==> src/core/acb_pkg.sv <==
`default_nettype none
package acb_pkg;

	// ****************************************
	// Instruction and type codes
	// ****************************************
	localparam logic [7:0] INSTR_ARITH     = 8'h13;
	localparam logic [7:0] INSTR_COMPARE   = 8'h14;
	localparam logic [7:0] INSTR_COND_JUMP = 8'h15;

	localparam logic [7:0] OP_ADD  = 8'h00;
	localparam logic [7:0] OP_SUB  = 8'h01;
	localparam logic [7:0] OP_MUL  = 8'h02;
	localparam logic [7:0] OP_DIV  = 8'h03;
	localparam logic [7:0] OP_MOD  = 8'h04;
	localparam logic [7:0] OP_AND  = 8'h05;
	localparam logic [7:0] OP_OR   = 8'h06;
	localparam logic [7:0] OP_XOR  = 8'h07;
	localparam logic [7:0] OP_NOT  = 8'h08;
	localparam logic [7:0] OP_LOAD = 8'h09;

	localparam logic [7:0] COND_RESULT_IS_NULL = 8'h00;
	localparam logic [7:0] COND_RESULT_NONNULL = 8'h01;
	localparam logic [7:0] COND_SAME_VALUES    = 8'h02;
	localparam logic [7:0] COND_VALUES_DIFFER  = 8'h03;
	localparam logic [7:0] COND_ABOVE          = 8'h04;
	localparam logic [7:0] COND_ABOVE_OR_SAME  = 8'h05;
	localparam logic [7:0] COND_BELOW          = 8'h06;
	localparam logic [7:0] COND_BELOW_OR_SAME  = 8'h07;
	localparam logic [7:0] COND_TIMEOUT_ERR    = 8'h08;
	localparam logic [7:0] COND_EXT_ALARM      = 8'h09;
	localparam logic [7:0] COND_DEVIATION_ERR  = 8'h0A;
	localparam logic [7:0] COND_POSITION_ERR   = 8'h0B;

	// ****************************************
	// Reply status codes
	// ****************************************
	localparam logic [7:0] STS_OK        = 8'h64;
	localparam logic [7:0] STS_BAD_INSTR = 8'h02;
	localparam logic [7:0] STS_BAD_TYPE  = 8'h03;

	// ****************************************
	// Register offsets (byte addresses)
	// ****************************************
	localparam logic [7:0] OFF_CTRL    = 8'h00;
	localparam logic [7:0] OFF_CMD     = 8'h04;
	localparam logic [7:0] OFF_OPERAND = 8'h08;
	localparam logic [7:0] OFF_OPBYTE  = 8'h0C;
	localparam logic [7:0] OFF_ACCU    = 8'h10;
	localparam logic [7:0] OFF_PC      = 8'h14;
	localparam logic [7:0] OFF_FLAGS   = 8'h18;
	localparam logic [7:0] OFF_ERRORS  = 8'h1C;
	localparam logic [7:0] OFF_RPL_STS = 8'h20;
	localparam logic [7:0] OFF_RPL_VAL = 8'h24;

	// ****************************************
	// Field positions and reset values
	// ****************************************
	localparam int FLD_STANDALONE = 0;
	localparam int FLD_SAME       = 0;
	localparam int FLD_ABOVE      = 1;
	localparam int FLD_BELOW      = 2;
	localparam int FLD_TIMEOUT    = 0;
	localparam int FLD_ALARM      = 1;
	localparam int FLD_DEVIATION  = 2;
	localparam int FLD_POSITION   = 3;

	localparam logic [31:0] WORD_RST   = 32'h0000_0000;
	localparam logic [7:0]  RPL_STS_RST = 8'h00;
	localparam logic [1:0]  RESP_OKAY   = 2'h0;
	localparam logic [1:0]  RESP_SLVERR = 2'h2;

endpackage
`default_nettype wire

==> src/core/acb_core.sv <==
`default_nettype none
module acb_core
	import acb_pkg::*;
(
	input  wire logic        aclk,
	input  wire logic        aresetn,
	input  wire logic [7:0]  awaddr,
	input  wire logic        awvalid,
	output logic             awready,
	input  wire logic [31:0] wdata,
	input  wire logic [3:0]  wstrb,
	input  wire logic        wvalid,
	output logic             wready,
	output logic [1:0]       bresp,
	output logic             bvalid,
	input  wire logic        bready,
	input  wire logic [7:0]  araddr,
	input  wire logic        arvalid,
	output logic             arready,
	output logic [31:0]      rdata,
	output logic [1:0]       rresp,
	output logic             rvalid,
	input  wire logic        rready
);

	function automatic logic [31:0] merge(input logic [31:0] old, input logic [31:0] nw,
			input logic [3:0] strb);
		logic [31:0] r;
		r = old;
		for (int i = 0; i < 4; i++) begin
			if (strb[i]) begin
				r[8*i +: 8] = nw[8*i +: 8];
			end
		end
		return r;
	endfunction
	// ****************************************
	// Bus slave
	// ****************************************
	logic        aw_full_q;
	logic        w_full_q;
	logic [7:0]  aw_addr_q;
	logic [31:0] w_data_q;
	logic [3:0]  w_strb_q;
	logic        bvalid_q;
	logic [1:0]  bresp_q;
	logic        rvalid_q;
	logic [1:0]  rresp_q;
	logic [31:0] rdata_q;
	logic [31:0] rd_word;
	logic        rd_hit;
	wire wr_fire = aw_full_q && w_full_q && !bvalid_q;
	wire wr_hit  = aw_addr_q <= OFF_RPL_VAL && aw_addr_q[1:0] == 2'h0;
	assign awready = !aw_full_q;
	assign wready  = !w_full_q;
	assign bvalid  = bvalid_q;
	assign bresp   = bresp_q;
	assign arready = !rvalid_q;
	assign rvalid  = rvalid_q;
	assign rresp   = rresp_q;
	assign rdata   = rdata_q;
	always_ff @(posedge aclk) begin
		if (!aresetn) begin
			aw_full_q <= 1'b0;
			aw_addr_q <= 8'h00;
		end else if (awvalid && !aw_full_q) begin
			aw_full_q <= 1'b1;
			aw_addr_q <= awaddr;
		end else if (wr_fire) begin
			aw_full_q <= 1'b0;
		end
	end
	always_ff @(posedge aclk) begin
		if (!aresetn) begin
			w_full_q <= 1'b0;
			w_data_q <= WORD_RST;
			w_strb_q <= 4'h0;
		end else if (wvalid && !w_full_q) begin
			w_full_q <= 1'b1;
			w_data_q <= wdata;
			w_strb_q <= wstrb;
		end else if (wr_fire) begin
			w_full_q <= 1'b0;
		end
	end
	always_ff @(posedge aclk) begin
		if (!aresetn) begin
			bvalid_q <= 1'b0;
			bresp_q  <= RESP_OKAY;
		end else if (wr_fire) begin
			bvalid_q <= 1'b1;
			bresp_q  <= wr_hit ? RESP_OKAY : RESP_SLVERR;
		end else if (bready) begin
			bvalid_q <= 1'b0;
		end
	end
	always_ff @(posedge aclk) begin
		if (!aresetn) begin
			rvalid_q <= 1'b0;
			rresp_q  <= RESP_OKAY;
			rdata_q  <= WORD_RST;
		end else if (arvalid && !rvalid_q) begin
			rvalid_q <= 1'b1;
			rresp_q  <= rd_hit ? RESP_OKAY : RESP_SLVERR;
			rdata_q  <= rd_word;
		end else if (rready) begin
			rvalid_q <= 1'b0;
		end
	end

	// ****************************************
	// Command registers
	// ****************************************
	logic        standalone_q;
	logic [31:0] cmd_q;
	logic [31:0] op_q;
	logic [31:0] acc_q;
	logic [31:0] pc_q;
	logic        same_q;
	logic        above_q;
	logic        below_q;
	logic [3:0]  err_q;
	logic [7:0]  rpl_sts_q;
	logic [31:0] rpl_val_q;
	wire wr_ctrl   = wr_fire && aw_addr_q == OFF_CTRL;
	wire exec      = wr_fire && aw_addr_q == OFF_CMD;
	wire wr_op     = wr_fire && aw_addr_q == OFF_OPERAND;
	wire wr_opbyte = wr_fire && aw_addr_q == OFF_OPBYTE;
	wire wr_acc    = wr_fire && aw_addr_q == OFF_ACCU;
	wire wr_pc     = wr_fire && aw_addr_q == OFF_PC;
	wire wr_err    = wr_fire && aw_addr_q == OFF_ERRORS;
	wire [31:0] cmd_w   = merge(cmd_q, w_data_q, w_strb_q);
	wire [7:0]  instr_w = cmd_w[7:0];
	wire [7:0]  type_w  = cmd_w[15:8];
	wire        is_arith = exec && instr_w == INSTR_ARITH;
	wire        is_comp  = exec && instr_w == INSTR_COMPARE;
	wire        is_jump  = exec && instr_w == INSTR_COND_JUMP;
	wire        arith_ok = type_w <= OP_LOAD;
	wire signed [31:0] acc_s = acc_q;
	wire signed [31:0] op_s  = op_q;
	wire        div_zero = op_q == WORD_RST;
	function automatic logic [7:0] rd_addr_sel(input logic [7:0] a);
		return (a[1:0] == 2'h0) ? a : 8'hFF;
	endfunction
	always_comb begin
		case (rd_addr_sel(araddr))
			OFF_CTRL:    rd_word = {31'h0, standalone_q};
			OFF_CMD:     rd_word = cmd_q;
			OFF_OPERAND: rd_word = op_q;
			OFF_OPBYTE:  rd_word = op_q;
			OFF_ACCU:    rd_word = acc_q;
			OFF_PC:      rd_word = pc_q;
			OFF_FLAGS:   rd_word = {29'h0, below_q, above_q, same_q};
			OFF_ERRORS:  rd_word = {28'h0, err_q};
			OFF_RPL_STS: rd_word = {24'h0, rpl_sts_q};
			OFF_RPL_VAL: rd_word = rpl_val_q;
			default:     rd_word = WORD_RST;
		endcase
	end
	assign rd_hit = rd_addr_sel(araddr) <= OFF_RPL_VAL;
	// ****************************************
	// Arithmetic unit
	// ****************************************
	logic [31:0] arith_instr_res;
	always_comb begin
		case (type_w)
			OP_ADD:  arith_instr_res = acc_q + op_q;
			OP_SUB:  arith_instr_res = acc_q - op_q;
			OP_MUL:  arith_instr_res = acc_q * op_q;
			// Division by zero keeps the accumulator instead of trapping
			OP_DIV:  arith_instr_res = div_zero ? acc_s : acc_s / op_s;
			OP_MOD:  arith_instr_res = div_zero ? acc_s : acc_s % op_s;
			OP_AND:  arith_instr_res = acc_q & op_q;
			OP_OR:   arith_instr_res = acc_q | op_q;
			OP_XOR:  arith_instr_res = acc_q ^ op_q;
			OP_NOT:  arith_instr_res = ~acc_q;
			OP_LOAD: arith_instr_res = op_q;
			default: arith_instr_res = acc_q;
		endcase
	end
	always_ff @(posedge aclk) begin
		if (!aresetn) begin
			acc_q <= WORD_RST;
		end else if (wr_acc) begin
			acc_q <= merge(acc_q, w_data_q, w_strb_q);
		end else if (is_arith && arith_ok) begin
			acc_q <= arith_instr_res;
		end
	end

	// ****************************************
	// Operand entry
	// ****************************************
	always_ff @(posedge aclk) begin
		if (!aresetn) begin
			op_q <= WORD_RST;
		end else if (wr_op) begin
			op_q <= merge(op_q, w_data_q, w_strb_q);
		end else if (wr_opbyte) begin
			// First byte written ends up as the top byte
			op_q <= {op_q[23:0], w_data_q[7:0]};
		end
	end

	// ****************************************
	// Compare flags and jump conditions
	// ****************************************
	logic cond_true;
	always_ff @(posedge aclk) begin
		if (!aresetn) begin
			same_q  <= 1'b0;
			above_q <= 1'b0;
			below_q <= 1'b0;
		end else if (is_comp) begin
			same_q  <= acc_q == op_q;
			above_q <= acc_s > op_s;
			below_q <= acc_s < op_s;
		end
	end
	always_comb begin
		case (type_w)
			COND_RESULT_IS_NULL: cond_true = same_q;
			COND_RESULT_NONNULL: cond_true = !same_q;
			COND_SAME_VALUES:    cond_true = same_q;
			COND_VALUES_DIFFER:  cond_true = !same_q;
			COND_ABOVE:          cond_true = above_q;
			COND_ABOVE_OR_SAME:  cond_true = above_q || same_q;
			COND_BELOW:          cond_true = below_q;
			COND_BELOW_OR_SAME:  cond_true = below_q || same_q;
			COND_TIMEOUT_ERR:    cond_true = err_q[FLD_TIMEOUT];
			COND_EXT_ALARM:      cond_true = err_q[FLD_ALARM];
			COND_DEVIATION_ERR:  cond_true = err_q[FLD_DEVIATION];
			COND_POSITION_ERR:   cond_true = err_q[FLD_POSITION];
			default:             cond_true = 1'b0;
		endcase
	end
	always_ff @(posedge aclk) begin
		if (!aresetn) begin
			err_q <= 4'h0;
		end else if (wr_err) begin
			err_q <= w_data_q[3:0];
		end
	end

	// ****************************************
	// Program counter
	// ****************************************
	always_ff @(posedge aclk) begin
		if (!aresetn) begin
			pc_q <= WORD_RST;
		end else if (wr_pc) begin
			pc_q <= merge(pc_q, w_data_q, w_strb_q);
		end else if (is_jump && cond_true) begin
			pc_q <= op_q;
		end else if (exec && standalone_q) begin
			pc_q <= pc_q + 32'h1;
		end
	end

	always_ff @(posedge aclk) begin
		if (!aresetn) begin
			standalone_q <= 1'b0;
		end else if (wr_ctrl) begin
			standalone_q <= w_data_q[FLD_STANDALONE];
		end
	end

	// ****************************************
	// Reply
	// ****************************************
	always_ff @(posedge aclk) begin
		if (!aresetn) begin
			cmd_q     <= WORD_RST;
			rpl_sts_q <= RPL_STS_RST;
			rpl_val_q <= WORD_RST;
		end else if (exec) begin
			cmd_q     <= cmd_w;
			rpl_val_q <= op_q;
			if (is_arith) begin
				rpl_sts_q <= arith_ok ? STS_OK : STS_BAD_TYPE;
			end else if (is_comp || is_jump) begin
				// Honoured in direct mode too; stored programs are the expected source
				rpl_sts_q <= STS_OK;
			end else begin
				rpl_sts_q <= STS_BAD_INSTR;
			end
		end
	end
endmodule
`default_nettype wire

==> config.mk <==
export PLATFORM = sky130hd
export DESIGN_NAME = acb_core
export DESIGN_NICKNAME = d
export VERILOG_FILES = /design/src/core/acb_pkg.sv /design/src/core/acb_core.sv
export SDC_FILE = /design/constraint.sdc
export NUM_CORES = 2
export LEC_CHECK = 0
export BUFFER_PORTS_ARGS = -buffer_cell sky130_fd_sc_hd__buf_2
export CAP_MARGIN = 20
export CORE_MARGIN = 5
export CORE_UTILIZATION = 50
export DETAILED_ROUTE_END_ITERATION = 12
export PLACE_DENSITY_LB_ADDON = 0.08
export REMOVE_ABC_BUFFERS = 1
export SYNTH_ARGS = -nofsm -noshare
export SYNTH_HDL_FRONTEND = slang
export SYNTH_SLANG_ARGS = --single-unit
==> constraint.sdc <==
create_clock -name aclk -period 106.4 [get_ports aclk]
set_input_delay 26.6 -clock aclk [delete_from_list [all_inputs] [get_ports aclk]]
set_output_delay 26.6 -clock aclk [all_outputs]
set_load 0.01 [all_outputs]
==> reports/results.tsv <==
metric	value	unit
status	finished clean	
drtAntennaViolNets	0	
yosys_most_used_dff	dfxtp_1	
start_util	50.31	%
max_cap_violations	0	
wl_per_cell	29.87	um
vias_per_cell	6.771	
cp-end-kind	register	
clock-root-buffer	clkbuf_16	
grt_max_degree	132	
overflow	0	
yosysSeqAreaShare	7.649	%
post-route-util	53.02	%
finalCritPeriodShare	94.26	%
drc_errors	0	
crit_top_cell	ha_1	
core	131600	um2
insertion_delay	0.63	ns
track_usage	44.49	%
dp_hpwl	251200	um
via_count	74240	
slew_violations	0	
io_pins	100	
synth_cell_types	112	
firstDrtPassIters	7	
die_h	373.9	um
async_flop_share	0	%
mostFrequentLayoutCells	nand2_1, nor2_1, a21oi_1, ha_1, inv_1	
syn_to_final_growth	5.398	%
avgSynthCellArea	7.094	um2
top_usage_layer	met2	
first_global_vias	70590	
use_met1	55.37	%
fmax	9.971	MHz
rsz0062_at_grt	false	
rows	133	
startpoint_type	register	
use_met3	12.79	%
postCtsResizedCells	0	
finalHoldViolations	0	
worst_pin_slew	1.154	ns
cts_tree	done	
yosysTopAreaCellShare	14.25	%
clockBufferDepth	3	
tns	0	ns
drtIter0Drc	9518	
criticalPathCategory	reg -> reg	
crit_arrival	100.75	ns
cts_sinks	253	
finalCriticalPeriod	100.29	ns
use_met2	66.40	%
cts_hold_buf	0	
syn_inst	9335	
setup_viol	0	
port_buffers	97	
postCtsSetupBuffers	0	
yosys-top-cells-area	ha_1, fa_1, dfxtp_1	
post-place-cells	10900	
die-area	139800	um2
antenna_found_initial	19	
cp_slowest_cell	and3_1	
synth_edf_count	0	
cpPeakStageDelay	1.00	ns
synth.largest_area_cell	ha_1	
skew	0.02680	ns
layout_commonest_cell	nand2_1	
fin_nets	10400	
finalWeightedCongestion	1.091	
max_slew_margin	21.87	%
ys_warn_count	0	
grt_pass1_wl	473100	um
dieWidth	373.9	um
drive_above_1_share	6.393	%
path_clk_slew	0.07	ns
cts_buffers	29	
fin_cells	10960	
h-tree-depth	1	
wirelength	327400	um
hp-class	reg -> reg	
ys_seq_elements	253	
required	106.86	ns
syn_area	66220	um2
crit_fanout	40	
==> state kept, by name, indices dropped and copies added, names as in the netlist, 3 cells and up <==
name,count
aw_addr_q,8
cmd_q,32
rpl_sts_q,3
op_q,32
rdata,32
rpl_val_q,32
err_q,4
pc_q,32
w_strb_q,4
acc_q,32
w_data_q,32
==> worst max-delay path, delay by kind of cell (launching register included) <==
kind                       cells  cell delay, ns
and+or+nand+nor              115           37.01
AOI/OAI and AO/OA            153           42.74
DFF                            1            0.40
adders and majority gates     32           10.15
buffers and inverters         29            7.29
muxes                          4            1.73
xor gates and xnor gates       2            0.43
==> layer usage <==
layer | wire length, um | vias up | share of wire, %
li1 | - | 32470 | -
met3 | 41030 | 1423 | 13
met1 | 122400 | 35340 | 37
met4 | 29130 | 14 | 8.9
met5 | 92 | - | 0.028
met2 | 134800 | 4995 | 41
==> synthesized netlist by cell type (69+ instances only) <==
cell type     n
nor2b_1      73
nand2_1    1286
a31oi_1     120
inv_1       744
buf_1        80
o21a_1      118
xnor2_1     427
nor3_1      202
o21bai_1     72
a211oi_1     85
a21oi_1     755
fa_1        411
nor2_1      968
o211ai_1     77
o21ai_0     457
nand3_1     230
nand2b_1     69
dfxtp_1     253
a21o_1      184
xor2_1      199
ha_1        754
a221oi_1     69
mux2i_1      89
nand4_1      99
clkbuf_1    378
and3_1       81
==> final timing paths <==
| path | startpoint | to | slack [ns] | cells after the start |
|---|---|---|---|---|
| worst max-delay path | op_q[1] | acc_q[16] | 6.11 | 335 |
| worst min-delay path | cmd_q[25] | cmd_q[25] | 0.45 | 2 |
| worst max register to register | op_q[1] | acc_q[16] | 6.11 | 335 |
| worst min register to register | cmd_q[25] | cmd_q[25] | 0.45 | 2 |
==> logic make-up (layout without fill, tap and decap cells) <==
family,Yosys count,count (layout),share of synthesized area (%)
simple gates,3368,3368,23.05
compound gates,2533,2533,24.99
buf+inv,1261,1122,7.329
fa+ha+maj,1165,1165,26.67
xor+xnor,626,626,8.280
flops,253,253,7.649
mux,128,128,2.026
other cells,1,14,0.005663
==> through the flow <==
stage / worst slack (ns) / cell area, um2 / hold WS (ns)
final: 6.108 / 69790 / 0.4549
after global routing: 0.9617 / 69760 / 0.4711
after CTS: 9.478 / 69740 / 0.4541
after detailed placement: 9.802 / 68820 / 0.4457
after global placement: 12.03 / 68780 / 0.4413
after floorplan: 19.31 / 64240 / 0.4357
==> cell type report <==
type                            instances  area, um2
Sequential cell                       253       5069
Clock buffer                           41      840.8
Multi-Input combinational cell       7822      56630
Inverter                              766       2880
Clock inverter                         10      78.83
Antenna cell                           12      30.03
Fill cell                           13340      61840
Timing Repair Buffer                  305       2067
Tap cell                             1755       2196
Power is not shown: default switching activity piles up to over one toggle a cycle in this logic, so the estimate is an artifact.
